$ cat src/inc/status_port_pkg.sv
// Constants and types for the tape status report port
// Behaviour
// - Keep six status bytes, return on request
// - Byte0 bit0 file mark, read clears
// - Byte0 bit1 unlocated bad block, read clears
// - Byte0 bit2 hard error, read clears
// - Byte0 bit3 end of tape, sticky
// - Byte0 bits4-6 follow live conditions
// - Byte0 bit7 ORs bits 0-6
// - Byte1 bit0 set by reset, read clears
// - Byte1 bit3 follows tape start, no exception
// - Byte1 bit4 marginal block, no exception
// - Byte1 bit5 no data found, read clears
// - Byte1 bit6 illegal command, read clears
// - Byte1 bit7 ORs others; bits1,2 reserved
// - Bytes 2-3 soft error count, read clears
// - Bytes 4-5 stall count, read clears
// - Reset drops ready/ack, raises exception, releases direction
// - Self test drops exception, re-raises it only on a pass
// - Command handshake: ready 20-500 us, drop 20-100
// - Per byte: turn bus, drive, ready
// - After last byte, turn bus, raise ready
// - Response delay may exceed 500 ms
// - Device alone controls bus direction
`default_nettype none

package status_port_pkg;

  // ----------------------------------------
  // Command codes
  // ----------------------------------------
  localparam logic [7:0] CMD_READ_STATUS = 8'hC0;

  // ----------------------------------------
  // Status layout
  // ----------------------------------------
  localparam int NUM_STATUS_BYTES = 6;
  localparam logic [2:0] LAST_BYTE_IDX = 3'h5;
  localparam logic [7:0] BYTE0_RESET = 8'h00;
  localparam logic [7:0] BYTE1_RESET = 8'h01;
  localparam int B0_FILE_MARK = 0;
  localparam int B0_BAD_BLOCK = 1;
  localparam int B0_HARD_ERR = 2;
  localparam int B0_END_TAPE = 3;
  localparam int B0_WPROT = 4;
  localparam int B0_UNSEL = 5;
  localparam int B0_NO_CART = 6;
  localparam int B1_RESET_SEEN = 0;
  localparam int B1_TAPE_START = 3;
  localparam int B1_MARGINAL = 4;
  localparam int B1_NO_DATA = 5;
  localparam int B1_ILLEGAL = 6;
  localparam int ANY_BIT = 7;

  // ----------------------------------------
  // Timing
  // ----------------------------------------
  localparam int CLK_MHZ = 50;
  localparam int READY_MIN_US = 20;
  localparam int READY_DELAY_US = 40;
  localparam int BYTE_GAP_US = 25;
  localparam int DROP_DELAY_US = 30;
  localparam int READY_DELAY_CYC = READY_DELAY_US * CLK_MHZ;
  localparam int BYTE_GAP_CYC = BYTE_GAP_US * CLK_MHZ;
  localparam int DROP_DELAY_CYC = DROP_DELAY_US * CLK_MHZ;
  localparam int SELF_TEST_S = 5;
  localparam int SELF_TEST_CYC_DEFAULT = 1000;
  localparam int CNT_W = 24;

  // ----------------------------------------
  // Event and condition carriers
  // ----------------------------------------
  typedef struct packed {
    logic file_mark_found;
    logic bad_block_unlocated;
    logic hard_data_error;
    logic end_of_tape_hit;
    logic marginal_block;
    logic no_data_found;
    logic illegal_command;
    logic soft_error;
    logic stream_stall;
  } event_type;

  typedef struct packed {
    logic end_of_tape;
    logic write_protected;
    logic drive_unselected;
    logic cartridge_absent;
    logic at_tape_start;
  } cond_type;

endpackage : status_port_pkg

`default_nettype wire

$ cat src/design/tape_status_report_port.sv
// Status reporting side of the tape drive host port
`default_nettype none

module tape_status_report_port #(
  parameter int SELF_TEST_CYC = status_port_pkg::SELF_TEST_CYC_DEFAULT
) (
  // Clock and reset
  input wire logic clk_i,
  input wire logic rstn_i,
  // Host port pins (active high logic levels)
  input wire logic host_reset_i,
  input wire logic request_i,
  input wire logic [7:0] bus_i,
  output logic [7:0] bus_o,
  output logic bus_oe_n_o,
  output logic ready_o,
  output logic ack_o,
  output logic exception_o,
  output logic bus_direction_o,
  // Drive internals
  input wire status_port_pkg::event_type events_i,
  input wire status_port_pkg::cond_type cond_i,
  input wire logic self_test_en_i,
  input wire logic self_test_pass_i,
  // Command pass-through to the rest of the controller
  output logic [7:0] cmd_o,
  output logic cmd_valid_o
);

  typedef enum logic [6:0] {
    ST_IDLE = 7'b0000001,
    ST_CMD_WAIT = 7'b0000010,
    ST_CMD_DROP = 7'b0000100,
    ST_BYTE_GAP = 7'b0001000,
    ST_BYTE_RDY = 7'b0010000,
    ST_BYTE_REL = 7'b0100000,
    ST_SELFTEST = 7'b1000000
  } state_type;

  state_type state_r;
  logic [status_port_pkg::CNT_W-1:0] tmr_r;
  logic [31:0] test_tmr_r;
  logic [2:0] idx_r;
  logic req_s;
  logic hrst_s;
  logic hrst_d_r;
  logic req_d_r;
  logic req_rise;
  logic req_fall;
  logic read_done;
  logic [7:0] byte0_r;
  logic [7:0] byte1_r;
  logic [15:0] soft_cnt_r;
  logic [15:0] stall_cnt_r;
  logic [7:0] byte0_view;
  logic [7:0] byte1_view;
  logic [7:0] sel_byte;

  // ----------------------------------------
  // Pin synchronisers
  // ----------------------------------------
  pin_sync u_req_sync (
    .clk_i(clk_i),
    .rstn_i(rstn_i),
    .init_i(1'b0),
    .pin_i(request_i),
    .level_o(req_s)
  );

  pin_sync u_rst_sync (
    .clk_i(clk_i),
    .rstn_i(rstn_i),
    .init_i(1'b0),
    .pin_i(host_reset_i),
    .level_o(hrst_s)
  );

  // Edge detection on the filtered levels
  always_ff @(posedge clk_i or negedge rstn_i) begin
    if (!rstn_i) begin
      req_d_r <= 1'b0;
      hrst_d_r <= 1'b0;
    end else begin
      req_d_r <= req_s;
      hrst_d_r <= hrst_s;
    end
  end

  assign req_rise = req_s & ~req_d_r;
  assign req_fall = ~req_s & req_d_r;

  // Clear-on-read happens once the last byte's request drops
  assign read_done = (state_r == ST_BYTE_REL) && req_fall &&
    (idx_r == status_port_pkg::LAST_BYTE_IDX);

  // ----------------------------------------
  // Saturating increment shared by both counters
  // ----------------------------------------
  function automatic logic [15:0] sat_inc(input logic [15:0] v);
    sat_inc = (v == 16'hFFFF) ? v : v + 16'h0001;
  endfunction : sat_inc

  // ----------------------------------------
  // Status byte 0 sticky event bits
  // ----------------------------------------
  // Set wins over the read clear, so no event is lost in the clear cycle
  always_ff @(posedge clk_i or negedge rstn_i) begin
    if (!rstn_i) begin
      byte0_r <= status_port_pkg::BYTE0_RESET;
    end else begin
      if (read_done) begin
        byte0_r[status_port_pkg::B0_FILE_MARK] <= 1'b0;
        byte0_r[status_port_pkg::B0_BAD_BLOCK] <= 1'b0;
        byte0_r[status_port_pkg::B0_HARD_ERR] <= 1'b0;
      end
      if (events_i.file_mark_found) byte0_r[status_port_pkg::B0_FILE_MARK] <= 1'b1;
      if (events_i.bad_block_unlocated) byte0_r[status_port_pkg::B0_BAD_BLOCK] <= 1'b1;
      if (events_i.hard_data_error) byte0_r[status_port_pkg::B0_HARD_ERR] <= 1'b1;
      // End of tape latches on the hit and holds while still at logical end
      if (events_i.end_of_tape_hit) begin
        byte0_r[status_port_pkg::B0_END_TAPE] <= 1'b1;
      end else if (!cond_i.end_of_tape) begin
        byte0_r[status_port_pkg::B0_END_TAPE] <= 1'b0;
      end
    end
  end

  // Live conditions plus summary bit
  always_comb begin
    byte0_view = byte0_r;
    byte0_view[status_port_pkg::B0_WPROT] = cond_i.write_protected;
    byte0_view[status_port_pkg::B0_UNSEL] = cond_i.drive_unselected;
    byte0_view[status_port_pkg::B0_NO_CART] = cond_i.cartridge_absent;
    byte0_view[status_port_pkg::ANY_BIT] = |byte0_view[6:0];
  end

  // ----------------------------------------
  // Status byte 1 sticky event bits
  // ----------------------------------------
  // Reset-seen bit: set by internal reset and by the host reset pin
  always_ff @(posedge clk_i or negedge rstn_i) begin
    if (!rstn_i) begin
      byte1_r <= status_port_pkg::BYTE1_RESET;
    end else begin
      if (read_done) begin
        byte1_r[status_port_pkg::B1_RESET_SEEN] <= 1'b0;
        byte1_r[status_port_pkg::B1_MARGINAL] <= 1'b0;
        byte1_r[status_port_pkg::B1_NO_DATA] <= 1'b0;
        byte1_r[status_port_pkg::B1_ILLEGAL] <= 1'b0;
      end
      if (hrst_s) byte1_r[status_port_pkg::B1_RESET_SEEN] <= 1'b1;
      if (events_i.marginal_block) byte1_r[status_port_pkg::B1_MARGINAL] <= 1'b1;
      if (events_i.no_data_found) byte1_r[status_port_pkg::B1_NO_DATA] <= 1'b1;
      if (events_i.illegal_command) byte1_r[status_port_pkg::B1_ILLEGAL] <= 1'b1;
    end
  end

  // Tape-start bit is live; reserved bits read zero
  always_comb begin
    byte1_view = byte1_r;
    byte1_view[2:1] = 2'h0;
    byte1_view[status_port_pkg::B1_TAPE_START] = cond_i.at_tape_start;
    byte1_view[status_port_pkg::ANY_BIT] = |byte1_view[6:0];
  end

  // ----------------------------------------
  // Error and stall counters
  // ----------------------------------------
  // Saturate rather than wrap so a flood of errors never reads as few
  always_ff @(posedge clk_i or negedge rstn_i) begin
    if (!rstn_i) begin
      soft_cnt_r <= 16'h0000;
    end else if (events_i.soft_error) begin
      soft_cnt_r <= read_done ? 16'h0001 : sat_inc(soft_cnt_r);
    end else if (read_done) begin
      soft_cnt_r <= 16'h0000;
    end
  end

  always_ff @(posedge clk_i or negedge rstn_i) begin
    if (!rstn_i) begin
      stall_cnt_r <= 16'h0000;
    end else if (events_i.stream_stall) begin
      stall_cnt_r <= read_done ? 16'h0001 : sat_inc(stall_cnt_r);
    end else if (read_done) begin
      stall_cnt_r <= 16'h0000;
    end
  end

  // Byte selection, ascending order, high half first
  always_comb begin
    case (idx_r)
      3'h0: sel_byte = byte0_view;
      3'h1: sel_byte = byte1_view;
      3'h2: sel_byte = soft_cnt_r[15:8];
      3'h3: sel_byte = soft_cnt_r[7:0];
      3'h4: sel_byte = stall_cnt_r[15:8];
      3'h5: sel_byte = stall_cnt_r[7:0];
      default: sel_byte = 8'h00;
    endcase
  end

  // ----------------------------------------
  // Handshake sequencer
  // ----------------------------------------
  // Synchronised host reset forces the quiet state; ready and ack drop on that same edge
  always_ff @(posedge clk_i or negedge rstn_i) begin
    if (!rstn_i) begin
      state_r <= ST_IDLE;
      tmr_r <= '0;
      test_tmr_r <= 32'h0000_0000;
      idx_r <= 3'h0;
      ready_o <= 1'b0;
      ack_o <= 1'b0;
      exception_o <= 1'b1;
      bus_direction_o <= 1'b0;
      bus_oe_n_o <= 1'b1;
      bus_o <= 8'h00;
      cmd_o <= 8'h00;
      cmd_valid_o <= 1'b0;
    end else if (hrst_s) begin
      state_r <= ST_IDLE;
      ready_o <= 1'b0;
      ack_o <= 1'b0;
      exception_o <= 1'b1;
      bus_direction_o <= 1'b0;
      bus_oe_n_o <= 1'b1;
      idx_r <= 3'h0;
      cmd_valid_o <= 1'b0;
    end else begin
      cmd_valid_o <= 1'b0;
      case (state_r)
        ST_IDLE: begin
          // Reset release: run self test when enabled
          if (hrst_d_r && self_test_en_i) begin
            exception_o <= 1'b0;
            test_tmr_r <= 32'h0000_0000;
            state_r <= ST_SELFTEST;
          end else if (hrst_d_r) begin
            ready_o <= 1'b1;
          end else if (req_rise) begin
            ready_o <= 1'b0;
            if (bus_i == status_port_pkg::CMD_READ_STATUS) begin
              tmr_r <= '0;
              state_r <= ST_CMD_WAIT;
            end else begin
              cmd_o <= bus_i;
              cmd_valid_o <= 1'b1;
            end
          end else if (!ready_o && !req_s && !exception_o) begin
            ready_o <= 1'b1;
          end
        end
        ST_SELFTEST: begin
          // Exception comes back within the test window on a pass
          test_tmr_r <= test_tmr_r + 32'h0000_0001;
          if (self_test_pass_i) begin
            exception_o <= 1'b1;
            ready_o <= 1'b1;
            state_r <= ST_IDLE;
          end else if (test_tmr_r == SELF_TEST_CYC - 1) begin
            state_r <= ST_IDLE;
          end
        end
        ST_CMD_WAIT: begin
          // Fixed answer inside the 20 to 500 us window; longer waits never used
          tmr_r <= tmr_r + 1'b1;
          if (tmr_r == status_port_pkg::CNT_W'(status_port_pkg::READY_DELAY_CYC - 1)) begin
            exception_o <= 1'b0;
            ready_o <= 1'b1;
            tmr_r <= '0;
            state_r <= ST_CMD_DROP;
          end
        end
        ST_CMD_DROP: begin
          // Ready drop 20 to 100 us after the request falls
          if (!req_s && ready_o) begin
            tmr_r <= tmr_r + 1'b1;
            if (tmr_r == status_port_pkg::CNT_W'(status_port_pkg::DROP_DELAY_CYC - 1)) begin
              ready_o <= 1'b0;
              tmr_r <= '0;
              idx_r <= 3'h0;
              state_r <= ST_BYTE_GAP;
            end
          end
        end
        ST_BYTE_GAP: begin
          // Turn bus toward host and hold off over 20 us before ready
          bus_direction_o <= 1'b1;
          bus_oe_n_o <= 1'b0;
          bus_o <= sel_byte;
          tmr_r <= tmr_r + 1'b1;
          if (tmr_r == status_port_pkg::CNT_W'(status_port_pkg::BYTE_GAP_CYC - 1)) begin
            ready_o <= 1'b1;
            tmr_r <= '0;
            state_r <= ST_BYTE_RDY;
          end
        end
        ST_BYTE_RDY: begin
          // Ready drops the cycle after the request is seen
          if (req_rise) begin
            ready_o <= 1'b0;
            state_r <= ST_BYTE_REL;
          end
        end
        ST_BYTE_REL: begin
          if (req_fall) begin
            if (idx_r == status_port_pkg::LAST_BYTE_IDX) begin
              bus_direction_o <= 1'b0;
              bus_oe_n_o <= 1'b1;
              idx_r <= 3'h0;
              state_r <= ST_IDLE;
            end else begin
              idx_r <= idx_r + 3'h1;
              tmr_r <= '0;
              state_r <= ST_BYTE_GAP;
            end
          end
        end
        default: begin
          state_r <= ST_IDLE;
        end
      endcase
    end
  end

endmodule : tape_status_report_port

`default_nettype wire

$ cat src/design/pin_sync.sv
// Three-stage synchroniser with agreement filter for one pin
`default_nettype none

module pin_sync (
  // Clock and reset
  input wire logic clk_i,
  input wire logic rstn_i,
  input wire logic init_i,
  // Pin
  input wire logic pin_i,
  output logic level_o
);

  logic s1_r;
  logic s2_r;
  logic s3_r;

  // ----------------------------------------
  // Chain; first stage feeds only the second
  // ----------------------------------------
  always_ff @(posedge clk_i or negedge rstn_i) begin
    if (!rstn_i) begin
      s1_r <= 1'b0;
      s2_r <= 1'b0;
      s3_r <= 1'b0;
    end else begin
      s1_r <= pin_i;
      s2_r <= s1_r;
      s3_r <= s2_r;
    end
  end

  // Change accepted once stages two and three agree
  always_ff @(posedge clk_i or negedge rstn_i) begin
    if (!rstn_i) begin
      level_o <= 1'b0;
    end else if (init_i) begin
      level_o <= 1'b0;
    end else if (s2_r == s3_r) begin
      level_o <= s3_r;
    end
  end

endmodule : pin_sync

`default_nettype wire

$ cat config.mk
export PLATFORM = sky130hd
export DESIGN_NAME = tape_status_report_port
export DESIGN_NICKNAME = d
export VERILOG_FILES = /design/src/inc/status_port_pkg.sv /design/src/design/tape_status_report_port.sv /design/src/design/pin_sync.sv
export SDC_FILE = /design/constraint.sdc
export NUM_CORES = 1
export LEC_CHECK = 0
export ABC_CLOCK_PERIOD_IN_PS = 7360
export BUFFER_PORTS_ARGS = -buffer_cell sky130_fd_sc_hd__buf_2
export CAP_MARGIN = 20
export CELL_PAD_IN_SITES_DETAIL_PLACEMENT = 1
export CELL_PAD_IN_SITES_GLOBAL_PLACEMENT = 2
export CORE_UTILIZATION = 42
export DETAILED_ROUTE_END_ITERATION = 8
export GPL_ROUTABILITY_DRIVEN = 0
export PLACE_DENSITY_LB_ADDON = 0.1
export SYNTH_ARGS = -nofsm -noshare
export SYNTH_HDL_FRONTEND = slang
export SYNTH_SLANG_ARGS = --single-unit
$ cat constraint.sdc
create_clock -name clk_i -period 7.36 [get_ports clk_i]
set_input_delay 0.368 -clock clk_i [delete_from_list [all_inputs] [get_ports clk_i]]
set_output_delay 0.368 -clock clk_i [all_outputs]
set_load 0.02 [all_outputs]
==> results of run 1 <==
## layer usage
layer	wire length, um	vias to the layer above
met5	0	-
met4	333	0
met3	524	25
met2	10160	100
met1	9879	3238
li1	-	3032
## area by class of cell
type | instances | area (sq um) | area share (%)
multi-input cells | 608 | 3817 | 44.72
flip-flops and latches | 137 | 3433 | 40.22
clock buffers | 17 | 425.4 | 4.983
repair buffers | 56 | 312.8 | 3.664
well taps | 225 | 281.5 | 3.298
clock inverters | 15 | 187.7 | 2.198
inverters | 21 | 78.83 | 0.9233
## worst max-delay path, stage by stage, from the launching register on
cell      delay, ns
dfrtp_1        0.50
nor4_1         0.49
nand3_1        0.28
o211ai_2       0.69
nand2b_1       0.61
o41ai_1        0.46
## stage by stage
step / cells / worst slack, ns / utilization (%)
after floorplan: 806 / 5.037 / -
after global placement: 1046 / 4.421 / 45.57
after detailed placement: 1046 / 4.207 / 45.57
after CTS: 1078 / 4.215 / 49.11
after global routing: 1079 / 3.913 / 49.19
final: 1079 / 4.197 / 49.19
## flip-flops by register name, summed over array words and instances (netlist names), 3 cells and up
register and flops:
bus_o 8, soft_cnt_r 16, stall_cnt_r 16, byte0_r 4, idx_r 3, cmd_o 8
byte1_r 4, state_r 7, test_tmr_r 32, tmr_r 24
## Yosys cell counts (4+ instances only)
| cell type | number | area (sq um) |
|---|---|---|
| o31ai_1 | 4 | 30.03 |
| o21ai_0 | 44 | 220.2 |
| a21o_1 | 11 | 82.58 |
| buf_2 | 8 | 40.04 |
| xor2_1 | 11 | 96.34 |
| dfrtp_1 | 133 | 3328 |
| nor4_1 | 20 | 125.1 |
| nor2b_1 | 5 | 31.28 |
| o41ai_1 | 5 | 43.79 |
| dfstp_2 | 4 | 105.1 |
| a21oi_1 | 23 | 115.1 |
| nor3_1 | 31 | 155.2 |
| ha_1 | 6 | 75.07 |
| o211ai_1 | 6 | 45.04 |
| o31ai_2 | 4 | 50.05 |
| or4_1 | 4 | 30.03 |
| mux2_2 | 14 | 157.7 |
| nand3_1 | 57 | 285.3 |
| a22o_1 | 7 | 61.31 |
| inv_1 | 21 | 78.83 |
| buf_6 | 4 | 45.04 |
| nand4_1 | 23 | 143.9 |
| nand2b_1 | 5 | 31.28 |
| nand2_1 | 75 | 281.5 |
| and3_1 | 20 | 125.1 |
| xnor2_1 | 32 | 280.3 |
| and2_1 | 7 | 43.79 |
| nor2_1 | 80 | 300.3 |
| a2bb2oi_1 | 11 | 96.34 |
| mux2i_1 | 14 | 140.1 |
| clkbuf_1 | 24 | 90.09 |
| or3_1 | 12 | 75.07 |
| and4_1 | 10 | 87.58 |
## cell families after synthesis
logic type / Yosys count
and+or+nand+nor: 374
AOI/OAI and AO/OA: 154
DFF: 137
buffers and inverters: 61
xor gates and xnor gates: 43
muxes: 28
adders and majority gates: 8
other: 1
## cells in the final DEF, fill, tap and decap left out, drive strengths merged, types with 23 or more instances in the layout
cell / netlist / routed
nand3: 57 / 57
xnor2: 32 / 32
nor3: 33 / 33
nand4: 23 / 23
nand2: 75 / 75
o21ai: 48 / 48
nor2: 80 / 80
inv: 21 / 27
a21oi: 23 / 23
buf: 16 / 55
dfrtp: 133 / 133
## path summary, 6_finish.rpt
path                                      startpoint                          to  depth (start not counted)  slack [ns]
setup reg to reg              state_r[5]$_DFFE_PN0P_       tmr_r[18]$_DFFE_PN0P_                          5        4.20
hold / removal                                rstn_i  test_tmr_r[23]$_DFFE_PN0P_                          1       0.001
min in group clk_i                         request_i   u_req_sync.s1_r$_DFF_PN0_                          1        0.05
max in group asynchronous                     rstn_i  stall_cnt_r[9]$_DFFE_PN0P_                          2        6.26
hold reg to reg            u_rst_sync.s1_r$_DFF_PN0_   u_rst_sync.s2_r$_DFF_PN0_                          0        0.35
setup / recovery              state_r[5]$_DFFE_PN0P_       tmr_r[18]$_DFFE_PN0P_                          5        4.20
## where the power goes
group          switching [W]  internal, W
clock network       0.000359     0.000540
registers           0.000179     0.000889
logic               0.000344     0.000236
==> run_results.csv, run 1 <==
group,metric,value,unit
routing,vias,6395,
routing,drc_errors,0,
cts,cts_root_buf,"clkbuf_16",
global_route,use_met2,39.94,%
placement,hpwl,14.75,mm
global_route,antenna_found_initial,0,
floorplanning,die_area,0.01843,sq mm
cts,clk_latency,0.43,ns
cts,cts.clk_slew.worst_paths,0.06,ns
timing,finClkSkew,0.009007,ns
timing,rsz0062_at_grt,"false",
synthesis,synth_compound_area_share,14.14,%
floorplanning,start_util,43.30,%
timing,period_needed,3.163,ns
synthesis,syn_inst,806,
setup_path,cp-end-kind,"flop",
synthesis,synth_edf_count,0,
routing,drtPass1Iterations,6,
timing,timing.final.max_slew_violations,0,
global_route,grt_overflow,0,
cts,cts_made_buffers,17,
synthesis,ys_seq_elements,137,
synthesis,ys_types,76,
power_and_ir_drop,total_power,0.002546,W
timing,fin_tns_setup,0,ns
run,maxCapViolations,0,
timing,tightestPinTransition,0.9652,ns
synthesis,synth_fa_ha_area_share,1.265,%
floorplanning,core-area,0.01736,sq mm
floorplanning,pin_count,50,
timing,whs,0.0009668,ns
cts,clock_path_buffers,2,
global_route,grt_max_degree,98,
setup_path,start_kind,"flop",
synthesis,ys_seq_area_share,45.69,%
final_layout,fin_area,0.008537,sq mm
cts,cts_setup_buffers,0,
synthesis,syn_nets,840,
setup_path,crit_required,7.66,ns
setup_path,cp_max_fo,16,
global_route,grt_pass1_wl,34.83,mm
cts,ctsHoldBuffers,0,
synthesis,synthArstFlopShare,100.0,%
outcome,run_status,"complete, no violations",
floorplanning,fp.dieW,135.8,um
cts,cts.htree.levels,4,
final_layout,synthToLayoutAreaGrowth,13.60,%
placement,place_area,0.007910,sq mm
timing,relSlewSlack,33.99,%
routing,postRouteAntennaNets,0,
cts,cts.sinks,137,
synthesis,synthMuxAreaShare,3.963,%
worst_hold_path,min_path_type,"input port to asynchronous set/reset pin",
routing,drtIter0Drc,296,
synthesis,netlist_area,0.007515,sq mm
placement,io_buffers,48,
synthesis,yosysWarnings,0,
setup_path,worstPathArrival,3.46,ns
global_route,globalRoute.busiestLayer,"met2",
timing,finalCritPeriodShare,42.98,%
power_and_ir_drop,peakVddDrop,0.2412,mV
timing,clock.fmax,316.1,MHz
final_layout,final_layout_size_suffix_gt1_share,14.75,%
power_and_ir_drop,p_leak,3.547,nW
timing,report.final.setup_viol,0,
timing,hold_viol_final,0,
floorplanning,rows,48,
synthesis,synthXorXnorAreaFrac,5.012,%
synthesis,synth_top_family_by_area,"simple AND/OR/NAND/NOR gates",
cts,cts_tree,"yes",
global_route,track_usage,24.12,%
routing,vias_per_cell,5.927,
synthesis,synth_ff_type,"dfrtp_1",
floorplanning,die_h,135.8,um
routing,drt_wl_total,20.90,mm
synthesis,syn_avg_cell_area,9.323,sq um
routing,wl_per_cell,19.37,um
global_route,grt_pass1_vias,6737,
power_and_ir_drop,powerDensity,298.3,mW/mm^2
cts,cts_resized,0,
synthesis,synth-simple-area-share,26.26,%
global_route,grt_use_met3,3.704,%
final_layout,num-fill-cells,1995,
global_route,gr-usage-met1,32.20,%
final_layout,fin_nets,875,
final_layout,antenna_cells,0,
setup_path,crit_type,"flop to flop",
Power figures use the tool's default switching activity.
==> run 2: changes to the inputs <==
--- a/config.mk
+++ b/config.mk
@@ -5,12 +5,12 @@
 export SDC_FILE = /design/constraint.sdc
 export NUM_CORES = 1
 export LEC_CHECK = 0
-export ABC_CLOCK_PERIOD_IN_PS = 7360
+export ABC_CLOCK_PERIOD_IN_PS = 2850
 export BUFFER_PORTS_ARGS = -buffer_cell sky130_fd_sc_hd__buf_2
 export CAP_MARGIN = 20
 export CELL_PAD_IN_SITES_DETAIL_PLACEMENT = 1
 export CELL_PAD_IN_SITES_GLOBAL_PLACEMENT = 2
-export CORE_UTILIZATION = 42
+export CORE_UTILIZATION = 35
 export DETAILED_ROUTE_END_ITERATION = 8
 export GPL_ROUTABILITY_DRIVEN = 0
 export PLACE_DENSITY_LB_ADDON = 0.1
==> constraint.sdc (replaced) <==
create_clock -name clk_i -period 2.85 [get_ports clk_i]
set_input_delay 0.1425 -clock clk_i [delete_from_list [all_inputs] [get_ports clk_i]]
set_output_delay 0.1425 -clock clk_i [all_outputs]
set_load 0.02 [all_outputs]
==> run_results.csv, run 2 (synthesis results as in run 1) <==
group,metric,value,unit
floorplanning,fp.dieW,148.5,um
routing,drtIter0Drc,314,
cts,cts.clk_slew.worst_paths,0.07,ns
power_and_ir_drop,peakVddDrop,0.3531,mV
timing,fin_tns_setup,0,ns
worst_hold_path,min_path_type,"input port to flop",
setup_path,crit_type,"flop to flop",
placement,place_area,0.008139,sq mm
routing,vias_per_cell,5.529,
floorplanning,die_h,148.5,um
final_layout,largest-register,"test_tmr_r",
floorplanning,die_area,0.02206,sq mm
global_route,grt_max_degree,57,
timing,period_needed,2.568,ns
routing,drtPass1Iterations,4,
floorplanning,pin_count,50,
placement,hpwl,15.46,mm
timing,finalCritPeriodShare,90.11,%
cts,cts_root_buf,"clkbuf_16",
run,maxCapViolations,0,
timing,tightestPinTransition,0.6768,ns
power_and_ir_drop,powerDensity,751.5,mW/mm^2
global_route,antenna_found_initial,0,
cts,cts.htree.levels,4,
final_layout,final_layout_size_suffix_gt1_share,16.31,%
setup_path,crit_required,3.19,ns
setup_path,start_kind,"flop",
final_layout,final_common_cell,"dfrtp_1",
timing,timing.final.max_slew_violations,0,
final_layout,synthToLayoutAreaGrowth,19.56,%
final_layout,antenna_cells,0,
cts,clock_path_buffers,2,
final_layout,fin_area,0.008985,sq mm
floorplanning,core-area,0.02102,sq mm
floorplanning,rows,53,
timing,finClkSkew,0.01591,ns
cts,cts_made_buffers,17,
final_layout,largest_reg_flops,32,
power_and_ir_drop,p_leak,3.751,nW
global_route,grt_pass1_wl,36.41,mm
setup_path,cp_max_fo,5,
outcome,run_status,"complete, no violations",
timing,whs,0.1362,ns
routing,drc_errors,0,
placement,io_buffers,48,
power_and_ir_drop,total_power,0.006752,W
timing,clock.fmax,389.4,MHz
timing,relSlewSlack,54.57,%
setup_path,cp-end-kind,"flop",
final_layout,layout_common_cells,"133 x dfrtp_1, 80 x nor2_1, 75 x nand2_1, 57 x nand3_1, 47 x buf_2",
final_layout,reg_top3,"test_tmr_r: 32 flops, tmr_r: 24 flops",
routing,drt_wl_total,21.74,mm
global_route,grt_overflow,0,
timing,report.final.setup_viol,0,
cts,cts_setup_buffers,0,
final_layout,fin_nets,916,
setup_path,worstPathArrival,2.91,ns
timing,rsz0062_at_grt,"false",
cts,clk_latency,0.44,ns
timing,hold_viol_final,0,
routing,postRouteAntennaNets,0,
floorplanning,start_util,35.75,%
global_route,grt_pass1_vias,6808,
routing,vias,6469,
global_route,track_usage,21.04,%
cts,cts_tree,"yes",
routing,wl_per_cell,18.58,um
cts,cts.sinks,137,
[run 2: final cells by class]
| type | instances | area (sq um) |
|---|---|---|
| Fill cell | 2346 | 12040 |
| Clock inverter | 15 | 203.9 |
| Sequential cell | 137 | 3433 |
| Multi-Input combinational cell | 608 | 3820 |
| Tap cell | 275 | 344.1 |
| Inverter | 21 | 78.83 |
| Clock buffer | 17 | 425.4 |
| Timing Repair Buffer | 97 | 679.4 |
[run 2: metrics by stage]
step                      cells  utilization [%]  worst slack, ns
after floorplan             806                -           0.5271
after global placement     1117            38.72           0.2933
after detailed placement   1117            38.72           0.2281
after CTS                  1170            42.71           0.1851
after global routing       1170            42.74          0.02437
final                      1170            42.74           0.2817
[run 2: final timing paths]
path | slack, ns | depth (start not counted) | endpoint | from
worst min register to register | 0.35 | 0 | u_req_sync.s2_r$_DFF_PN0_ | u_req_sync.s1_r$_DFF_PN0_
worst max register to register | 0.28 | 8 | state_r[3]$_DFFE_PN0P_ | tmr_r[1]$_DFFE_PN0P_
worst min-delay path | 0.14 | 4 | state_r[0]$_DFFE_PN1P_ | self_test_en_i
min in group asynchronous | 0.24 | 2 | test_tmr_r[21]$_DFFE_PN0P_ | rstn_i
max in group asynchronous | 1.75 | 3 | stall_cnt_r[9]$_DFFE_PN0P_ | rstn_i
worst max-delay path | 0.28 | 8 | state_r[3]$_DFFE_PN0P_ | tmr_r[1]$_DFFE_PN0P_
[run 2: metal layers]
layer / part of all wire, % / track usage (%) / up-vias
li1: - / - / 3118
met3: 2.2 / 3.558 / 19
met5: 0 / 0 / -
met2: 49 / 34.79 / 72
met1: 48 / 28.24 / 3260
met4: 1.1 / 5.825 / 0
[run 2: what timing repair did]
item | 4_1_cts | 5_1_grt
endpoints found under the setup margin | 0 | 5
endpoints found under the hold margin | 71 | 0
gates resized for setup | 0 | 1
hold buffers | 21 | 0
[run 2: worst max-delay path, stage by stage (launching register included)]
cell       delay (ns)
dfrtp_1          0.42
inv_1            0.09
ha_1             0.13
nor4bb_1         0.28
nand4bb_1        0.20
o21ai_0          0.33
nor4bb_1         0.50
o2111ai_1        0.31
o21ai_0          0.23
[run 2: power by group]
group	total (W)	switching, W	leakage [nW]	internal, W
registers	0.00273	0.000438	1.77	0.00230
clock network	0.00241	0.000995	0.307	0.00142
logic	0.00161	0.000912	1.67	0.000693
total	0.00675	0.00235	3.75	0.00441
==> run 3: changes to the inputs <==
--- a/config.mk
+++ b/config.mk
@@ -9,8 +9,8 @@
 export BUFFER_PORTS_ARGS = -buffer_cell sky130_fd_sc_hd__buf_2
 export CAP_MARGIN = 20
 export CELL_PAD_IN_SITES_DETAIL_PLACEMENT = 1
-export CELL_PAD_IN_SITES_GLOBAL_PLACEMENT = 2
-export CORE_UTILIZATION = 35
+export CELL_PAD_IN_SITES_GLOBAL_PLACEMENT = 1
+export CORE_UTILIZATION = 43
 export DETAILED_ROUTE_END_ITERATION = 8
 export GPL_ROUTABILITY_DRIVEN = 0
 export PLACE_DENSITY_LB_ADDON = 0.1
==> run_results.csv, run 3 (synthesis results as in run 1) <==
group,metric,value,unit
timing,finClkSkew,0.009596,ns
setup_path,cp-end-kind,"flop",
routing,drtPass1Iterations,5,
routing,vias_per_cell,5.932,
setup_path,path_cells,"or4_4 > or4_1 > nor3_1 > nor4bb_1 > nand3_1 > mux2_2",
routing,vias,6585,
cts,clock_path_buffers,2,
timing,timing.final.max_slew_violations,0,
cts,clk_latency,0.43,ns
global_route,grt_overflow,0,
setup_path,start_kind,"flop",
final_layout,layout_common_cells,"133 x dfrtp_1, 80 x nor2_1, 75 x nand2_1, 57 x nand3_1, 47 x buf_2",
final_layout,largest-register,"test_tmr_r",
final_layout,fin_nets,911,
outcome,run_status,"complete, no violations",
global_route,grt_pass1_vias,7035,
setup_path,cp_slowest_cell,"dfrtp_1",
final_layout,largest_reg_flops,32,
final_layout,reg_top3,"test_tmr_r: 32 flops, tmr_r: 24 flops",
floorplanning,start_util,44.68,%
final_layout,antenna_cells,0,
timing,rsz0062_at_grt,"false",
global_route,track_usage,25.27,%
run,maxCapViolations,0,
timing,hold_viol_final,0,
final_layout,synthToLayoutAreaGrowth,17.72,%
cts,cts.clk_slew.worst_paths,0.06,ns
cts,cts_made_buffers,17,
floorplanning,core-area,0.01682,sq mm
floorplanning,die_area,0.01801,sq mm
placement,post-place-ws,0.2400,ns
setup_path,cp_max_fo,16,
routing,drtIter0Drc,286,
timing,whs,0.02849,ns
placement,io_buffers,48,
routing,drt_wl_total,21.23,mm
cts,cts_setup_buffers,0,
timing,tightestPinTransition,0.6774,ns
placement,place_area,0.008053,sq mm
routing,postRouteAntennaNets,0,
timing,finalCritPeriodShare,94.32,%
placement,hpwl,14.97,mm
routing,wl_per_cell,19.12,um
floorplanning,rows,47,
cts,cts.htree.levels,4,
setup_path,crit_required,3.16,ns
power_and_ir_drop,peakVddDrop,0.4595,mV
cts,cts_tree,"yes",
cts,cts.sinks,137,
floorplanning,pin_count,50,
routing,drc_errors,0,
setup_path,path_buf_inv,0,
worst_hold_path,min_path_type,"input port to flop",
global_route,grt_pass1_wl,35.80,mm
power_and_ir_drop,powerDensity,743.0,mW/mm^2
timing,relSlewSlack,54.64,%
timing,fin_tns_setup,0,ns
final_layout,final_layout_size_suffix_gt1_share,15.84,%
global_route,grt_max_degree,83,
final_layout,final_util,52.60,%
setup_path,critPathTopFamily,"simple AND/OR/NAND/NOR gates",
floorplanning,die_h,134.2,um
timing,clock.fmax,372.0,MHz
setup_path,slowest_delay,0.60,ns
timing,final.setup.worst_slack,0.1618,ns
cts,cts_root_buf,"clkbuf_16",
timing,report.final.setup_viol,0,
timing,period_needed,2.688,ns
global_route,antenna_found_initial,0,
setup_path,worstPathArrival,3.00,ns
power_and_ir_drop,p_leak,3.715,nW
final_layout,final_common_cell,"dfrtp_1",
setup_path,crit_type,"flop to flop",
final_layout,fin_area,0.008846,sq mm
floorplanning,fp.dieW,134.2,um
run 3: changes by cell type in the layout (fill, tap and decap cells not counted):
cell | before | now
inv_6 | 5 | 3
inv_8 | 4 | 0
dlygate4sd3_1 | 21 | 20
clkinv_4 | 2 | 4
clkbuf_8 | 0 | 1
buf_12 | 1 | 2
buf_4 | 27 | 22
bufinv_16 | 3 | 2
clkbuf_1 | 0 | 1
clkinv_2 | 0 | 3
run 3: worst reg2reg max path, cell delays in order, from the launching register on:
cell	delay (ns)
dfrtp_1	0.60
or4_4	0.55
or4_1	0.49
nor3_1	0.32
nor4bb_1	0.15
nand3_1	0.12
mux2_2	0.35
run 3: where the power goes:
part	total, W	switching [W]	internal, W
registers	0.00276	0.000465	0.00230
clock network	0.00221	0.000896	0.00132
logic	0.00160	0.000899	0.000696
total	0.00657	0.00226	0.00431
run 3: what timing repair did:
| action | CTS | global route |
|---|---|---|
| setup endpoints to repair | 0 | 1 |
| hold buffers | 20 | 0 |
| resized for setup | 0 | 1 |
| hold endpoints to repair | 71 | 0 |
run 3: metal layers:
metal	part of all wire [%]	vias to the layer above	track usage, %
li1	-	3091	-
met1	44	3344	30.78
met2	51	125	44.42
met3	3.3	25	4.762
met4	1.6	0	9.238
met5	0	-	0
run 3: path summary, 6_finish.rpt:
kind | slack (ns) | end | cells after the start | start
setup / recovery | 0.16 | ready_o$_DFFE_PN0P_ | 6 | state_r[3]$_DFFE_PN0P_
hold / removal | 0.03 | soft_cnt_r[0]$_DFFE_PN0P_ | 3 | events_i[1]
setup reg to reg | 0.16 | ready_o$_DFFE_PN0P_ | 6 | state_r[3]$_DFFE_PN0P_
hold reg to reg | 0.35 | u_rst_sync.s2_r$_DFF_PN0_ | 0 | u_rst_sync.s1_r$_DFF_PN0_
max in group asynchronous | 1.76 | byte1_r[0]$_DFFE_PN1P_ | 3 | rstn_i
min in group asynchronous | 0.23 | test_tmr_r[24]$_DFFE_PN0P_ | 2 | rstn_i
run 3: stage by stage:
stage                     total power [W]  cells
after floorplan                  0.003740    806
after global placement           0.004261   1058
after detailed placement         0.004341   1058
after CTS                        0.006612   1110
after global routing             0.006912   1110
final                            0.006572   1110
run 3: cell type report:
type / instances / area, sq um
Multi-Input combinational cell: 608 / 3820
Clock inverter: 13 / 143.9
Clock buffer: 19 / 442.9
Timing Repair Buffer: 92 / 651.9
Sequential cell: 137 / 3433
Tap cell: 220 / 275.3
Fill cell: 1971 / 7973
Inverter: 21 / 78.83
